**src/inc/mac_ipg_defs.svh**
```systemverilog
// Register offsets, field positions, reset values and timing counts.
`ifndef MAC_IPG_DEFS_SVH
`define MAC_IPG_DEFS_SVH

// Word offsets chosen for this block (byte addresses).
`define FCS_TALLY_OFS 8'h00
`define B2B_GAP_OFS 8'h10
`define NB2B_GAP_OFS 8'h20
// Alias offsets relative to the base register.
`define ALIAS_CLR_OFS 2'h1
`define ALIAS_SET_OFS 2'h2
`define ALIAS_INV_OFS 2'h3

// Field positions.
`define GAP_FIELD_W 7
`define PART_TWO_LSB 0
`define PART_ONE_LSB 8
`define TALLY_W 16

// Reset values.
`define B2B_GAP_RST 7'h12
`define PART_ONE_RST 7'h0c
`define PART_TWO_RST 7'h12

// Fixed additions to the back-to-back gap in nibble times.
`define FULL_DUPLEX_ADD 8'h03
`define HALF_DUPLEX_ADD 8'h06

`endif

```
**src/inc/mac_ipg_pkg.sv**
```systemverilog
// Types shared by the gap timer and error tally block.
package mac_ipg_pkg;

   // Register bus request from software.
   typedef struct packed {
      logic [7:0] addr;
      logic [31:0] wdata;
      logic [3:0] be;
      logic wr;
      logic rd;
   } reg_req_t;

   // Receive frame status reported at the end of each frame.
   typedef struct packed {
      logic done;
      logic fcs_bad;
      logic [2:0] bit_rem;
   } rx_status_t;

   // Alias kinds of a register write.
   typedef enum logic [1:0] {
      WR_PLAIN,
      WR_CLR,
      WR_SET,
      WR_INV
   } wr_kind_t;

   // Transmit gap timer states.
   typedef enum logic [1:0] {
      GAP_IDLE,
      GAP_DEFER,
      GAP_FINISH,
      GAP_READY
   } gap_state_t;

endpackage

```
**src/hw/mac_ipg_timing_fcs_stats.sv**
```systemverilog
// Transmit inter-packet gap timing and receive frame-check error tally.
//
// Strobed register access and the register addresses were chosen for this implementation.
`timescale 1ns/1ps
`include "mac_ipg_defs.svh"

module mac_ipg_timing_fcs_stats (
   input wire logic I_CORE_CLK,
   input wire logic I_RST,
   input wire mac_ipg_pkg::reg_req_t I_REQ,
   input wire mac_ipg_pkg::rx_status_t I_RX_STAT,
   input wire logic I_NIBBLE_TICK,
   input wire logic I_FULL_DUPLEX,
   input wire logic I_CRS,
   input wire logic I_TX_END,
   input wire logic I_TX_B2B,
   output logic [31:0] O_RDATA,
   output logic O_TX_GAP_OK
);
   import mac_ipg_pkg::*;

   // ****************************************************
   // Input synchronisers
   // ****************************************************

   // Carrier sense comes straight from the PHY pin.
   logic crs_meta_r; // First stage, read only by the second.
   logic crs_r; // Synchronised carrier sense.

   // Two flops guard against metastability on the pin.
   always_ff @(posedge I_CORE_CLK or posedge I_RST) begin
      if (I_RST) begin
         crs_meta_r <= 1'b0;
         crs_r <= 1'b0;
      end else begin
         crs_meta_r <= I_CRS;
         crs_r <= crs_meta_r;
      end
   end

   // ****************************************************
   // Register decode
   // ****************************************************

   // Picks the alias kind of an address out of its bits 3:2.
   function automatic wr_kind_t alias_kind(input logic [7:0] a);
      unique case (a[3:2])
         `ALIAS_CLR_OFS: alias_kind = WR_CLR;
         `ALIAS_SET_OFS: alias_kind = WR_SET;
         `ALIAS_INV_OFS: alias_kind = WR_INV;
         default: alias_kind = WR_PLAIN;
      endcase
   endfunction

   // Applies a plain, clear, set or invert write to a field.
   function automatic logic [15:0] apply_wr(input logic [15:0] cur,
      input logic [15:0] wd, input wr_kind_t k);
      unique case (k)
         WR_CLR: apply_wr = cur & ~wd;
         WR_SET: apply_wr = cur | wd;
         WR_INV: apply_wr = cur ^ wd;
         default: apply_wr = wd;
      endcase
   endfunction

   logic [7:0] base_addr; // Address with alias bits dropped.
   wr_kind_t wkind; // Alias kind of this access.
   logic sel_tally; // Access hits the error tally.
   logic sel_b2b; // Access hits the back-to-back gap.
   logic sel_nb2b; // Access hits the non-back-to-back gap.
   logic wide_acc; // Access is 16 or 32 bits wide.

   assign base_addr = {I_REQ.addr[7:4], 4'h0};
   assign wkind = alias_kind(I_REQ.addr);
   assign sel_tally = (base_addr == `FCS_TALLY_OFS);
   assign sel_b2b = (base_addr == `B2B_GAP_OFS);
   assign sel_nb2b = (base_addr == `NB2B_GAP_OFS);
   // Only aligned half-word or whole-word lanes count as legal here.
   assign wide_acc = (I_REQ.be == 4'hf) || (I_REQ.be == 4'h3) ||
      (I_REQ.be == 4'hc);

   // ****************************************************
   // Gap configuration registers
   // ****************************************************

   logic [6:0] b2b_gap_r; // Consecutive frame gap field.
   logic [6:0] part_one_r; // Deferral window gap field.
   logic [6:0] part_two_r; // Nonconsecutive frame gap field.
   logic [15:0] b2b_wr; // Back-to-back value after a write.
   logic [15:0] nb2b_wr; // Non-back-to-back value after a write.

   assign b2b_wr = apply_wr({9'h000, b2b_gap_r}, I_REQ.wdata[15:0], wkind);
   assign nb2b_wr = apply_wr({1'b0, part_one_r, 1'b0, part_two_r},
      I_REQ.wdata[15:0], wkind);

   // Byte-wide writes to the gap registers are dropped so a gap field is never half updated.
   // A half-word write to the upper lanes only reaches unimplemented
   // bits, so the fields in the low lanes keep their value then.
   always_ff @(posedge I_CORE_CLK or posedge I_RST) begin
      if (I_RST) begin
         b2b_gap_r <= `B2B_GAP_RST;
         part_one_r <= `PART_ONE_RST;
         part_two_r <= `PART_TWO_RST;
      end else if (I_REQ.wr && wide_acc && I_REQ.be[0]) begin
         if (sel_b2b) begin
            b2b_gap_r <= b2b_wr[6:0];
         end
         if (sel_nb2b) begin
            part_one_r <= nb2b_wr[14:8];
            part_two_r <= nb2b_wr[6:0];
         end
      end
   end

   // ****************************************************
   // Frame-check error tally
   // ****************************************************

   logic [15:0] tally_r; // Frame check error tally.
   logic bad_frame; // Qualifying receive frame this cycle.
   logic tally_rd_clr; // Read that clears the tally.
   logic [15:0] tally_wr; // Tally value after a software write.

   // Only receive status feeds this; transmit never touches it.
   assign bad_frame = I_RX_STAT.done && I_RX_STAT.fcs_bad &&
      (I_RX_STAT.bit_rem == 3'h0);
   assign tally_rd_clr = I_REQ.rd && sel_tally &&
      (I_REQ.be[1:0] != 2'b00);
   assign tally_wr = apply_wr(tally_r, I_REQ.wdata[15:0], wkind);

   // A bad frame in the clearing cycle starts the new count at one,
   // so the event is never lost.
   always_ff @(posedge I_CORE_CLK or posedge I_RST) begin
      if (I_RST) begin
         tally_r <= 16'h0000;
      end else if (I_REQ.wr && sel_tally) begin
         tally_r <= tally_wr + {15'h0000, bad_frame};
      end else if (tally_rd_clr) begin
         tally_r <= {15'h0000, bad_frame};
      end else if (bad_frame) begin
         tally_r <= tally_r + 16'h0001;
      end
   end

   // ****************************************************
   // Read data
   // ****************************************************

   logic [31:0] rdata_nxt; // Read value of the addressed register.

   // Unmapped addresses and unused upper bits read as zero.
   always_comb begin
      rdata_nxt = 32'h0000_0000;
      if (sel_tally) begin
         rdata_nxt = {16'h0000, tally_r};
      end else if (sel_b2b) begin
         rdata_nxt = {25'h0000000, b2b_gap_r};
      end else if (sel_nb2b) begin
         rdata_nxt = {17'h00000, part_one_r, 1'b0, part_two_r};
      end
   end

   // Read data stand only in the cycle after the strobe.
   always_ff @(posedge I_CORE_CLK or posedge I_RST) begin
      if (I_RST) begin
         O_RDATA <= 32'h0000_0000;
      end else if (I_REQ.rd) begin
         O_RDATA <= rdata_nxt;
      end else begin
         O_RDATA <= 32'h0000_0000;
      end
   end

   // ****************************************************
   // Transmit gap timer
   // ****************************************************

   gap_state_t state_r; // Gap timer state.
   logic [7:0] nib_cnt_r; // Nibble times since frame end.
   logic [7:0] b2b_target; // Back-to-back gap incl. duplex add.
   logic [7:0] part_one_t; // End of the deferral window.
   logic [7:0] part_two_t; // End of the full gap.
   logic b2b_r; // Next frame follows back to back.

   assign b2b_target = {1'b0, b2b_gap_r} + (I_FULL_DUPLEX ?
      `FULL_DUPLEX_ADD : `HALF_DUPLEX_ADD);
   assign part_one_t = {1'b0, part_one_r};
   assign part_two_t = b2b_r ? b2b_target : {1'b0, part_two_r};

   // The timer restarts at each frame end; carrier in the window
   // also restarts it, which is how the transmitter defers.
   always_ff @(posedge I_CORE_CLK or posedge I_RST) begin
      if (I_RST) begin
         state_r <= GAP_READY;
         nib_cnt_r <= 8'h00;
         b2b_r <= 1'b0;
      end else if (I_TX_END) begin
         state_r <= GAP_DEFER;
         nib_cnt_r <= 8'h00;
         b2b_r <= I_TX_B2B;
      end else begin
         unique case (state_r)
            GAP_IDLE: begin
               if (!crs_r) begin
                  state_r <= GAP_DEFER;
                  nib_cnt_r <= 8'h00;
               end
            end
            GAP_DEFER: begin
               if (crs_r && !b2b_r) begin
                  state_r <= GAP_IDLE;
               end else if (b2b_r || nib_cnt_r >= part_one_t) begin
                  state_r <= GAP_FINISH;
               end else if (I_NIBBLE_TICK) begin
                  nib_cnt_r <= nib_cnt_r + 8'h01;
               end
            end
            GAP_FINISH: begin
               // Carrier no longer matters once part one is past.
               if (nib_cnt_r >= part_two_t) begin
                  state_r <= GAP_READY;
               end else if (I_NIBBLE_TICK) begin
                  nib_cnt_r <= nib_cnt_r + 8'h01;
               end
            end
            GAP_READY: begin
               nib_cnt_r <= nib_cnt_r;
            end
         endcase
      end
   end

   // Gap permission is registered so the output is glitch free.
   always_ff @(posedge I_CORE_CLK or posedge I_RST) begin
      if (I_RST) begin
         O_TX_GAP_OK <= 1'b1;
      end else begin
         O_TX_GAP_OK <= (state_r == GAP_READY) && !I_TX_END;
      end
   end
endmodule

```
**config.mk**
```make
export PLATFORM = sky130hd
export DESIGN_NAME = mac_ipg_timing_fcs_stats
export DESIGN_NICKNAME = d
export VERILOG_FILES = /design/src/inc/mac_ipg_pkg.sv /design/src/hw/mac_ipg_timing_fcs_stats.sv
export VERILOG_INCLUDE_DIRS = /design/src /design/src/inc
export SDC_FILE = /design/constraint.sdc
export NUM_CORES = 1
export LEC_CHECK = 0
export ABC_AREA = 1
export BUFFER_PORTS_ARGS = -buffer_cell sky130_fd_sc_hd__buf_2
export CAP_MARGIN = 20
export CORE_ASPECT_RATIO = 0.6
export CORE_MARGIN = 2
export CORE_UTILIZATION = 50
export CTS_BUF_LIST = sky130_fd_sc_hd__clkbuf_4
export DETAILED_ROUTE_END_ITERATION = 10
export PLACE_DENSITY_LB_ADDON = 0.12
export SLEW_MARGIN = 25
export SYNTH_ARGS = -nofsm -noshare
export SYNTH_HDL_FRONTEND = slang
export SYNTH_SLANG_ARGS = --single-unit
```
**constraint.sdc**
```tcl
create_clock -name I_CORE_CLK -period 3.15 [get_ports I_CORE_CLK]
set_input_delay 0.315 -clock I_CORE_CLK [delete_from_list [all_inputs] [get_ports I_CORE_CLK]]
set_output_delay 0.315 -clock I_CORE_CLK [all_outputs]
set_load 0.1 [all_outputs]
```
---- Yosys cells after proc, flatten, opt, wreduce, memory -nomap -nowiden ----
Cells that the tools add are included.
word-level totals
  register bits after elaboration ......... 83
  bits of input ports ..................... 58
  output and inout bits ................... 33
operators by class
  $add $sub $neg .......................... 4
  $lt $le $gt $ge ......................... 2
  equality and inequality tests ........... 21
  mux-type cells .......................... 26
  bitwise gates (word level) .............. 10
  reductions and logical operators ........ 24
operators with widths
  operator                 number
  $mux W16                 4
  $mux W8                  7
  $pmux W16 S3             1
  $pmux W15 S3             1
  $mux W32                 1
  $mux W15                 2
  $pmux W8 S3              1
  $pmux W7 S3              1
  $add A16 B1 Y16          1
  $add A16 B1 Y16 const B  1
  $and A16 B16 Y16         1
  $not A16 Y16             1
  $or A16 B16 Y16          1
  $xor A16 B16 Y16         1
  $and A15 B15 Y15         1
  $ne A3 B3 Y1 const B     5
  $or A15 B15 Y15          1
  $xor A15 B15 Y15         1
  $eq A2 B2 Y1 const B     6
  $pmux W2 S3              2
  $mux W2                  5
  $logic_and A1 B1 Y1      9
  $add A7 B3 Y8            1
  $add A8 B1 Y8 const B    1
  23 further kinds         31

---- Longest topological paths before layout ----
Gate-level depths: netlist of run 1.
  depth after elaboration ................. 7
  mapped depth ............................ 19
  mapped depth without buffers ............ 19

---- Least setup slack after synthesis of run 1 ----
Ideal clock, no wire load.
  path type ............................... reg2reg
  from .................................... register b2b_gap_r[1]
  to ...................................... register nib_cnt_r[0]
  arrival time ............................ 2728 ps
  data required time ...................... 3033 ps
  setup slack ............................. 304 ps
  stages on the path, launching flop included .. 19
  buffers on the path ..................... 0
  clock period less this slack ............ 2846 ps
  cell sequence ........................... dfstp_2 -> inv_1 -> ha_1 -> nor2_1 -> nor2_1 -> nor2_1 -> nand2_1 -> nor2_1 -> xor2_1 -> o21ai_0 -> ha_1 -> inv_1 -> nor3_1 -> nor3b_1 -> nand3_1 -> a21oi_2 -> nand2_1 -> nand2_1 -> nand2_1
on the way
  cells in the longest elaborated chain, start to end .. 5
RTL lines
  what                         RTL line                         text
  start: declaration           mac_ipg_timing_fcs_stats.sv:86   logic [6:0] b2b_gap_r;
  start signal: assignment     mac_ipg_timing_fcs_stats.sv:101  b2b_gap_r <= `B2B_GAP_RST;
  start signal: assignment     mac_ipg_timing_fcs_stats.sv:106  b2b_gap_r <= b2b_wr[6:0];
  $add A7 B3 Y8                mac_ipg_timing_fcs_stats.sv:185  assign b2b_target = {1'b0, b2b_gap_r} + (I_FULL_DUPLEX ?
  $mux W8                      mac_ipg_timing_fcs_stats.sv:188  assign part_two_t = b2b_r ? b2b_target : {1'b0, part_two_r};
  $ge A8 B8 Y1                 mac_ipg_timing_fcs_stats.sv:220  if (nib_cnt_r >= part_two_t) begin
  $ne A3 B3 Y1 (no line)       -
  $reduce_and A5 Y1 (no line)  -
  end signal: assignment       mac_ipg_timing_fcs_stats.sv:215  nib_cnt_r <= nib_cnt_r + 8'h01;
  end signal: assignment       mac_ipg_timing_fcs_stats.sv:223  nib_cnt_r <= nib_cnt_r + 8'h01;
  end signal: assignment       mac_ipg_timing_fcs_stats.sv:227  nib_cnt_r <= nib_cnt_r;
  end: declaration             mac_ipg_timing_fcs_stats.sv:179  logic [7:0] nib_cnt_r;
Every way passes these cells.
A chain may end at the register's enable or synchronous reset.

---- Worst setup path in the final report of run 1 ----
  from .................................... register b2b_gap_r[2]
  to ...................................... register nib_cnt_r[7]
Same word-level chain as after synthesis.

==> results of run 1 <==
worst paths after layout:
check / startpoint / endpoint / slack (ns) / depth (start not counted)
setup reg to reg: b2b_gap_r[2]$_DFFE_PP0P_ / nib_cnt_r[7]$_DFFE_PP0P_ / 0.18 / 18
hold reg to reg: crs_meta_r$_DFF_PP0_ / crs_r$_DFF_PP0_ / 0.36 / 0
max in group asynchronous: I_RST / part_two_r[4]$_DFFE_PP1P_ / 1.93 / 4
hold / removal: I_TX_B2B / b2b_r$_DFFE_PP0P_ / 0.05 / 3
min in group asynchronous: I_RST / b2b_r$_DFFE_PP0P_ / 0.44 / 3
setup / recovery: b2b_gap_r[2]$_DFFE_PP0P_ / nib_cnt_r[7]$_DFFE_PP0P_ / 0.18 / 18
kinds of logic (layout without fill, tap and decap cells):
kind of cell | Yosys count | after routing | share of synthesized area [%]
simple gates | 392 | 392 | 27.21
other cells | 1 | 16 | 0.05888
buf+inv | 163 | 221 | 11.12
flops | 67 | 67 | 26.50
fa+ha+maj | 101 | 101 | 19.84
compound gates | 139 | 139 | 13.89
xor+xnor | 10 | 10 | 1.375
critical path, stage by stage (launching register included):
cell and delay (ns):
dfrtp_1 0.45, ha_4 0.30, inv_2 0.05, nor2_4 0.11, nor2_2 0.05, nor2_1 0.09, nand2_1 0.08, nor2_2 0.13
xor2_1 0.18, o21ai_1 0.10, ha_1 0.30, inv_2 0.07, nor3_2 0.05, nor3b_2 0.22, nand3_1 0.14, a21oi_2 0.22
nand2_2 0.16, nand2_1 0.11, nand2_1 0.05
layout make-up:
class                      instances  share of cell area [%]
inverter                         122                   6.436
sequential                        67                   23.59
clock buffer                      10                   1.049
clock inverter                     6                   1.924
timing repair buffer              83                   6.873
tap                              165                   2.886
multi-input combinational        658                   57.24
power by group:
| group | switching (mW) | leakage (nW) | total (mW) | internal [mW] |
|---|---|---|---|---|
| Sequential | 0.225 | 0.836 | 1.25 | 1.03 |
| Combinational | 1.08 | 2.78 | 1.62 | 0.546 |
| Clock | 0.371 | 0.111 | 0.864 | 0.493 |
routing by layer:
metal  part of all wire (%)  global-route usage [%]  wire length, um  up-vias
met5                      0                       0                0        -
met4                    1.2                   8.097              244        0
met3                    9.8                   5.377             1961       29
met2                     41                   42.81             8261      365
met1                     48                   44.91             9497     3071
li1                       -                       -                -     3072
per-stage QoR:
step	instances	util (%)	hold slack [ns]	setup TNS, ns
after floorplan	888	-	0.3312	0
after global placement	1087	55.51	0.3381	0
after detailed placement	1087	55.51	0.3362	0
after CTS	1105	57.41	0.04061	0
after global routing	1111	58.37	0.05414	-0.1620
final	1111	58.37	0.05355	0
layout by cell type, fill, tap and decap left out, types with 3 or more instances in the layout:
cell / n
bufinv_16: 4
o22ai_1: 8
nand3b_1: 6
nor2_4: 5
ha_1: 98
nor2_1: 112
nand4_1: 25
a221oi_1: 23
nor3_2: 3
nor2_2: 7
dfstp_2: 9
buf_4: 24
a21oi_1: 34
inv_1: 110
clkbuf_4: 10
o21ai_1: 3
inv_2: 10
nand2_1: 138
conb_1: 16
nand3_1: 85
buf_2: 56
a31oi_1: 27
dfrtp_1: 58
xor2_1: 8
o21ai_0: 23
nor3_1: 5
a22oi_1: 7
sequential cells by signal, indices dropped and copies added, names as in the netlist:
| name | flops |
|---|---|
| O_TX_GAP_OK | 1 |
| nib_cnt_r | 8 |
| b2b_r | 1 |
| tally_r | 16 |
| O_RDATA | 16 |
| crs_r | 1 |
| crs_meta_r | 1 |
| state_r | 2 |
| part_two_r | 7 |
| part_one_r | 7 |
| b2b_gap_r | 7 |
timing repair:
action                                 4_1_cts  5_1_grt
setup endpoints to repair                    0       10
hold buffers                                 2        0
resized for setup                            0       23
setup buffers                                0        6
endpoints found under the hold margin       17        0
==> out/metrics.cfg, run 1 <==
[run_status]
run_status=completed

[final_layout]
fill_cells=1134
final-seq-area_um2=1688
fin_area_um2=7154
num_antenna_cells=0
drive_gt1_share_pct=15.01
fin_nets=1100
multi_input_comb_area_um2=4095
synthToLayoutAreaGrowth_pct=12.34

[logic_synthesis]
synthTopCellsByCount=139 x nand2_1, 115 x inv_1, 115 x nor2_1
netlist.area_leader.share_pct=22.79
synth.top_cells.by_area=dfrtp_1 23%, ha_1 20%, nand2_1 8.2%
yosys_register_bits=67
synth_most_common_cell=nand2_1
syn_inst=873
synth_largest_area_cell=dfrtp_1
synth-edff-count=0
ys_warn_count=0
ys_async_sr_fraction_pct=100.0
ys_types=44
yosysSeqAreaShare_pct=26.50
ys.flop_type=dfrtp_1
netlist_area_um2=6369
syn_area_per_cell_um2=7.295

[worst_hold_path]
hp-class=in -> reg

[power_and_ir_drop]
power.total_mw=3.737
peakVddDrop_uv=272.0
leakage_nw=3.727
pwr_density_cell_nw_per_um2=522.4

[global_route]
grt_max_degree=26
overflow=0
grt_pass1_wl_um=31720
antenna_found_initial=0
grt_util_all_layers_pct=29.65
first_global_vias=6168

[routing]
drtIter0Drc=718
routed-via-count=6537
vias_per_cell=5.884
ant_nets=0
drc=0
firstDrtPassIters=5
routed_wl_um=19970
wl_per_cell_um=17.97

[timing]
finalHoldViolations=0
clock_skew_ns=0.01416
setup_viol=0
slew_headroom_pct=47.56
slew_viol_final=0
max_freq_mhz=336.4
tightest_slew_ns=0.7857
min_period_ns=2.972
fin_crit_sh_pct=94.36
rsz0062_at_grt=true
worst_slack_ns=0.1775

[worst_setup_path]
crit_arrival_ns=3.32
critical_path_class=reg -> reg
worst_setup_path_end_kind=flip-flop
critical_path.startpoint_type=flip-flop
path_max_fanout=8
required_ns=3.50

[floorplan]
initial_utilization_pct=51.96
die-height_um=91.42
fp.dieW_um=149.7
core_um2=12260
rows=31
design.die.area_um2=13690
ioPinCount=91

[clock_tree]
htreeDepth=3
cts_inserted_buffers=9
clkTransAtPathRegs_ns=0.13
tritoncts=yes
clockRootBuffer=clkbuf_4
clkSinkCount=67
clock_latency_ns=0.46
clockBufferDepth=2

[placement]
placed_area_um2=6804
post-place-ws_ns=0.08580
dp_hpwl_um=15420
numPortBuffers=56
gp_congestion=1.020

[flow_run]
maxCapViolCount=0

Note: power is estimated with default switching activity, not from simulation.
==> run 2: changes to the inputs <==
CTS_BUF_LIST = default   (was sky130_fd_sc_hd__clkbuf_4)
==> out/metrics.cfg, run 2 (same netlist as run 1, synthesis figures left out) <==
[worst_setup_path]
path_max_fanout=8  ; unchanged
slowest_stage=dfrtp_1  ; unchanged
path_cells=ha_1, inv_1, nand2_1, a21oi_2, nor2_1, inv_1, nor3_2, o21ai_0, o21ai_0, ha_1, a21oi_1, nor3_1, nor3b_2, nand3_1, a21oi_2, nand2_2, nand2_1, nand2_1  ; was ha_4, inv_2, nor2_4, nor2_2, nor2_1, nand2_1, nor2_2, xor2_1, o21ai_1, ha_1, inv_2, nor3_2, nor3b_2, nand3_1, a21oi_2, nand2_2, nand2_1, nand2_1
reg2reg_to=nib_cnt_r[4]$_DFFE_PP0P_  ; was nib_cnt_r[7]$_DFFE_PP0P_
crit_family=simple AND/OR/NAND/NOR gates  ; unchanged
worst_setup_path_end_kind=flip-flop  ; unchanged
cpMostUsedCell=nand2_1  ; unchanged
critPathBufInv=2  ; unchanged
critical_path_class=reg -> reg  ; unchanged
max_stage_delay_ns=0.40  ; was 0.45 ns
crit_arrival_ns=3.14  ; was 3.32 ns
regToRegStartpoint=b2b_gap_r[0]$_DFFE_PP0P_  ; was b2b_gap_r[2]$_DFFE_PP0P_
critical_path.startpoint_type=flip-flop  ; unchanged
worstRegToRegCells=18  ; unchanged
required_ns=3.38  ; was 3.50 ns
r2r_slack_ns=0.23  ; was 0.18 ns

[timing]
max_freq_mhz=343.0  ; was 336.4 MHz
tightest_slew_ns=0.8084  ; was 0.7857 ns
timing.hold.ws_ns=0.02727  ; was 0.05355 ns
clock_skew_ns=0.007905  ; was 0.01416 ns
fin_crit_sh_pct=92.56  ; was 94.36%
final.setup.tns_ns=0  ; unchanged
slew_viol_final=0  ; unchanged
min_period_ns=2.916  ; was 2.972 ns
slew_headroom_pct=46.05  ; was 47.56%
worst_slack_ns=0.2344  ; was 0.1775 ns
finalHoldViolations=0  ; unchanged
setup_viol=0  ; unchanged

[floorplan]
core_um2=12260  ; unchanged
design.die.area_um2=13690  ; unchanged
ioPinCount=91  ; unchanged
fp.dieW_um=149.7  ; unchanged
rows=31  ; unchanged
die-height_um=91.42  ; unchanged
initial_utilization_pct=51.96  ; unchanged

[final_layout]
num_antenna_cells=0  ; unchanged
final-seq-area_um2=1688  ; unchanged
final_cell_mix=137 x nand2_1, 113 x nor2_1, 112 x inv_1  ; was 138 x nand2_1, 112 x nor2_1, 110 x inv_1
synthToLayoutAreaGrowth_pct=13.40  ; was 12.34%
drive_gt1_share_pct=14.06  ; was 15.01%
layout_commonest_cell=nand2_1  ; unchanged
fill_cells=1125  ; was 1134
stdcell_count=1104  ; was 1111
final_util_pct=58.92  ; was 58.37%
fin_nets=1093  ; was 1100
fin_area_um2=7222  ; was 7154 um^2
multi_input_comb_area_um2=4073  ; was 4095 um^2
reg_top3=O_RDATA x16, tally_r x16, nib_cnt_r x8  ; unchanged

[power_and_ir_drop]
peakVddDrop_uv=362.3  ; was 272.0 uV
leakage_nw=3.756  ; was 3.727 nW
pwr_density_cell_nw_per_um2=571.7  ; was 522.4 nW/um^2
power.total_mw=4.129  ; was 3.737 mW

[global_route]
met2_usage_pct=43.31  ; was 42.81%
grt_busiest_layer=met1  ; unchanged
antenna_found_initial=0  ; unchanged
overflow=0  ; unchanged
grt_util_all_layers_pct=29.73  ; was 29.65%
grt.met3_usage_pct=5.678  ; was 5.377%
grt_pass1_wl_um=31860  ; was 31720 um
first_global_vias=6205  ; was 6168
grt_max_degree=26  ; unchanged
met1_usage_pct=44.72  ; was 44.91%

[run_status]
run_status=completed  ; unchanged

[placement]
placed_area_um2=6804  ; unchanged
gp_congestion=1.020  ; unchanged
numPortBuffers=56  ; unchanged
post-place-ws_ns=0.08580  ; unchanged
place_inst=1087  ; unchanged
dp_hpwl_um=15420  ; unchanged

[routing]
routed-via-count=6475  ; was 6537
firstDrtPassIters=5  ; unchanged
ant_nets=0  ; unchanged
vias_per_cell=5.865  ; was 5.884
drtIter0Drc=730  ; was 718
routed_wl_um=20030  ; was 19970 um
wl_per_cell_um=18.14  ; was 17.97 um
drc=0  ; unchanged

[clock_tree]
tritoncts=yes  ; unchanged
htreeDepth=3  ; unchanged
clkTransAtPathRegs_ns=0.06  ; was 0.13 ns
clock_latency_ns=0.34  ; was 0.46 ns
hold_buffers=0  ; was 2
cts_inserted_buffers=9  ; unchanged
clockBufferDepth=2  ; unchanged
clkSinkCount=67  ; unchanged
clockRootBuffer=clkbuf_16  ; was clkbuf_4

[flow_run]
maxCapViolCount=0  ; unchanged

[worst_hold_path]
hp-class=in -> async  ; was in -> reg

==> run 2: cell count changes in the layout (fill, tap and decap cells not counted), moves of 2 or more <==
cell / delta
clkbuf_4: -10
clkbuf_16: +9
buf_4: -4
dlygate4sd3_1: -2
inv_1: +2
o21ai_0: +2
o21ai_1: -2
==> run 2: repair_timing <==
action                                  4_1_cts  5_1_grt
endpoints found under the setup margin        0       10
gates resized for setup                       0       13
buffers inserted                              0        1
==> run 2: worst max path at each step <==
stage / from / to / depth (start not counted)
2_1_floorplan: b2b_gap_r[1]$_DFFE_PP1P_ / nib_cnt_r[0]$_DFFE_PP0P_ / 18
3_3_place_gp: b2b_gap_r[1]$_DFFE_PP1P_ / nib_cnt_r[6]$_DFFE_PP0P_ / 18
3_5_place_dp: b2b_gap_r[1]$_DFFE_PP1P_ / nib_cnt_r[4]$_DFFE_PP0P_ / 18
4_1_cts: b2b_gap_r[1]$_DFFE_PP1P_ / nib_cnt_r[4]$_DFFE_PP0P_ / 18
5_1_grt: b2b_gap_r[0]$_DFFE_PP0P_ / nib_cnt_r[7]$_DFFE_PP0P_ / 18
6_report: b2b_gap_r[0]$_DFFE_PP0P_ / nib_cnt_r[4]$_DFFE_PP0P_ / 18
==> run 2: cell type report <==
type,count,area share (%)
multi-input cells,658,56.39
flip-flops and latches,67,23.37
inverters,122,6.341
repair buffers,76,5.960
clock buffers,10,3.170
well taps,165,2.859
clock inverters,6,1.906
==> run 2: power by group <==
part | internal, mW | total, mW | switching (mW)
combinational | 0.525 | 1.60 | 1.07
sequential | 1.03 | 1.25 | 0.225
clock | 0.857 | 1.28 | 0.418
==> run 2: metal layers <==
layer	part of all wire (%)	routed length (um)
met5	0	0
met4	1.3	260
met3	10	2080
met2	41	8260
met1	47	9428
==> run 3: changes to the inputs <==
CORE_UTILIZATION = 30   (was 50)
GPL_ROUTABILITY_DRIVEN = 1   (was default)
clock period = 3 ns   (was 3.15 ns; I/O delays follow)
==> out/metrics.cfg, run 3 (same netlist as run 1, synthesis figures left out) <==
[placement]
gp_congestion=0.8582  ; was 1.020
numPortBuffers=56  ; unchanged
dp_hpwl_um=16470  ; was 15420 um
place_inst=1207  ; was 1087

[power_and_ir_drop]
power.internal_mw=2.472  ; was 2.411 mW
power_frac_clock_pct=29.5  ; was 30.9%
switching_share_pct=42.51  ; was 41.61%
power.total_mw=4.300  ; was 4.129 mW
p_sw_mw=1.828  ; was 1.718 mW
pwr-share-comb_pct=39.8  ; was 38.7%
pwr_density_cell_nw_per_um2=575.3  ; was 571.7 nW/um^2
leakage_nw=3.810  ; was 3.756 nW
seqPwrFrac_pct=30.7  ; was 30.4%
peakVddDrop_uv=274.0  ; was 362.3 uV

[worst_setup_path]
path_cells=inv_2, ha_4, nor2_4, nor2_1, nor2_1, nand2_1, nor2_1, xor2_1, o21ai_1, ha_1, inv_2, nor3_2, nor3b_2, nand3_2, a21oi_4, buf_6, nand3_1, nand2_1  ; was ha_1, inv_1, nand2_1, a21oi_2, nor2_1, inv_1, nor3_2, o21ai_0, o21ai_0, ha_1, a21oi_1, nor3_1, nor3b_2, nand3_1, a21oi_2, nand2_2, nand2_1, nand2_1
r2r_slack_ns=0.14  ; was 0.23 ns
max_stage_delay_ns=0.54  ; was 0.40 ns
crit_arrival_ns=3.14  ; about the same
cp.depth=18  ; unchanged
required_ns=3.29  ; was 3.38 ns
startpoint=b2b_gap_r[1]$_DFFE_PP1P_  ; was b2b_gap_r[0]$_DFFE_PP0P_
worst_setup_path_end_kind=flip-flop  ; unchanged
crit_end=nib_cnt_r[6]$_DFFE_PP0P_  ; was nib_cnt_r[4]$_DFFE_PP0P_
reg2reg_to=nib_cnt_r[6]$_DFFE_PP0P_  ; was nib_cnt_r[4]$_DFFE_PP0P_
regToRegStartpoint=b2b_gap_r[1]$_DFFE_PP1P_  ; was b2b_gap_r[0]$_DFFE_PP0P_
worstRegToRegCells=18  ; unchanged
critical_path_class=reg -> reg  ; unchanged
crit_family=simple AND/OR/NAND/NOR gates  ; unchanged
critPathBufInv=3  ; was 2
slowest_stage=dfstp_2  ; was dfrtp_1
path_max_fanout=8  ; unchanged
cpMostUsedCell=nor2_1  ; was nand2_1
critical_path.startpoint_type=flip-flop  ; unchanged

[clock_tree]
htreeDepth=3  ; unchanged
hold_buffers=0  ; unchanged
clock_latency_ns=0.35  ; was 0.34 ns
cts_inserted_buffers=9  ; unchanged
tritoncts=yes  ; unchanged
clockRootBuffer=clkbuf_16  ; unchanged
clkTransAtPathRegs_ns=0.06  ; about the same
clockBufferDepth=2  ; unchanged
clkSinkCount=67  ; unchanged

[routing]
drc=0  ; unchanged
wl_per_cell_um=17.03  ; was 18.14 um
met2WireLength_um=7661  ; was 8260 um
vias_per_cell=4.947  ; was 5.865
top_layer=met4  ; unchanged
ant_nets=0  ; unchanged
drtIter0Drc=432  ; was 730
dr_wl_met3_um=1128  ; was 2080 um
firstDrtPassIters=6  ; was 5
wl_met1_um=11830  ; was 9428 um
routed_wl_um=20910  ; was 20030 um
routed-via-count=6075  ; was 6475

[final_layout]
reg_top3=O_RDATA x16, tally_r x16, nib_cnt_r x8  ; unchanged
num_antenna_cells=0  ; unchanged
layout_commonest_cell=nand2_1  ; unchanged
fill_cells=2249  ; was 1125
synthToLayoutAreaGrowth_pct=17.37  ; was 13.40%
stdcell_count=1228  ; was 1104
drive_gt1_share_pct=15.49  ; was 14.06%
final_cell_mix=136 x nand2_1, 114 x nor2_1, 111 x inv_1  ; was 137 x nand2_1, 113 x nor2_1, 112 x inv_1
final_util_pct=35.71  ; was 58.92%
fin_nets=1103  ; was 1093

[worst_hold_path]
hp-class=in -> async  ; unchanged

[timing]
slew_headroom_pct=45.56  ; was 46.05%
setup_viol=0  ; unchanged
timing.hold.ws_ns=0.05532  ; was 0.02727 ns
slew_viol_final=0  ; unchanged
min_period_ns=2.856  ; was 2.916 ns
tightest_slew_ns=0.8166  ; was 0.8084 ns
finalHoldViolations=0  ; unchanged
max_freq_mhz=350.2  ; was 343.0 MHz
clock_skew_ns=0.005908  ; was 0.007905 ns
fin_crit_sh_pct=95.19  ; was 92.56%

[global_route]
first_global_vias=5579  ; was 6205
antenna_found_initial=0  ; unchanged
grt_max_degree=40  ; was 26
grt_util_all_layers_pct=19.44  ; was 29.73%
overflow=0  ; unchanged
grt_pass1_wl_um=32490  ; was 31860 um

[run_status]
run_status=completed  ; unchanged

[floorplan]
fp.dieW_um=192.1  ; was 149.7 um
ioPinCount=91  ; unchanged
core_um2=20930  ; was 12260 um^2
design.die.area_um2=22450  ; was 13690 um^2
rows=41  ; was 31
initial_utilization_pct=30.43  ; was 51.96%
die-height_um=116.9  ; was 91.42 um

[flow_run]
maxCapViolCount=0  ; unchanged

-- run 3: area by class of cell --
| class | instances | area, um^2 | share of cell area [%] |
|---|---|---|---|
| Sequential cell | 67 | 1688 | 22.58 |
| Timing Repair Buffer | 86 | 509.2 | 6.813 |
| Inverter | 122 | 459.2 | 6.143 |
| Tap cell | 279 | 349.1 | 4.670 |
| Multi-Input combinational cell | 658 | 4128 | 55.22 |
| Clock inverter | 7 | 116.4 | 1.557 |
| Clock buffer | 9 | 225.2 | 3.013 |
-- run 3: metrics by stage --
stage | cell area [um^2] | setup TNS, ns | setup WS, ns
detailed placement | 6993 | -0.4379 | -0.06864
global placement | 6993 | 0 | 0.02500
floorplan | 6425 | 0 | 0.1543
global route | 7475 | -0.07306 | -0.01726
CTS | 7365 | 0 | 0.01319
finish | 7475 | 0 | 0.1444
-- run 3: routing by layer --
metal	vias up	track usage [%]
met5	-	0
met4	0	4.784
met3	20	3.459
met2	167	25.42
met1	2821	31.67
li1	3067	-
-- run 3: worst reg2reg max path: stages, from the launching register on --
cell and delay, ns:
dfstp_2 0.54, inv_2 0.06, ha_4 0.16, nor2_4 0.11
nor2_1 0.06, nor2_1 0.10, nand2_1 0.09, nor2_1 0.14
xor2_1 0.18, o21ai_1 0.08, ha_1 0.29, inv_2 0.09
nor3_2 0.06, nor3b_2 0.21, nand3_2 0.11, a21oi_4 0.19
buf_6 0.16, nand3_1 0.07, nand2_1 0.10
-- run 3: power by group through the flow --
stage	Sequential [mW]	Combinational [mW]	Clock, mW
final	1.32	1.71	1.27
after global routing	1.35	1.95	1.35
after CTS	1.32	1.65	1.30
after detailed placement	1.33	1.63	0
after global placement	1.34	1.64	0
after floorplan	1.30	1.18	0
-- run 3: worst min-delay path by stage --
stage,start,end,slack (ns),depth (start not counted)
finish,I_RST,part_two_r[2]$_DFFE_PP0P_,0.06,2
global route,I_CRS,crs_meta_r$_DFF_PP0_,0.04,1
CTS,I_CRS,crs_meta_r$_DFF_PP0_,0.04,1
detailed placement,crs_meta_r$_DFF_PP0_,crs_r$_DFF_PP0_,0.33,0
global placement,crs_meta_r$_DFF_PP0_,crs_r$_DFF_PP0_,0.33,0
floorplan,crs_meta_r$_DFF_PP0_,crs_r$_DFF_PP0_,0.33,0
-- run 3: timing repair --
item | in CTS | in global routing
setup endpoints to repair | 8 | 10
pin swaps | 3 | 9
buffers inserted | 2 | 3
resized for setup | 4 | 22
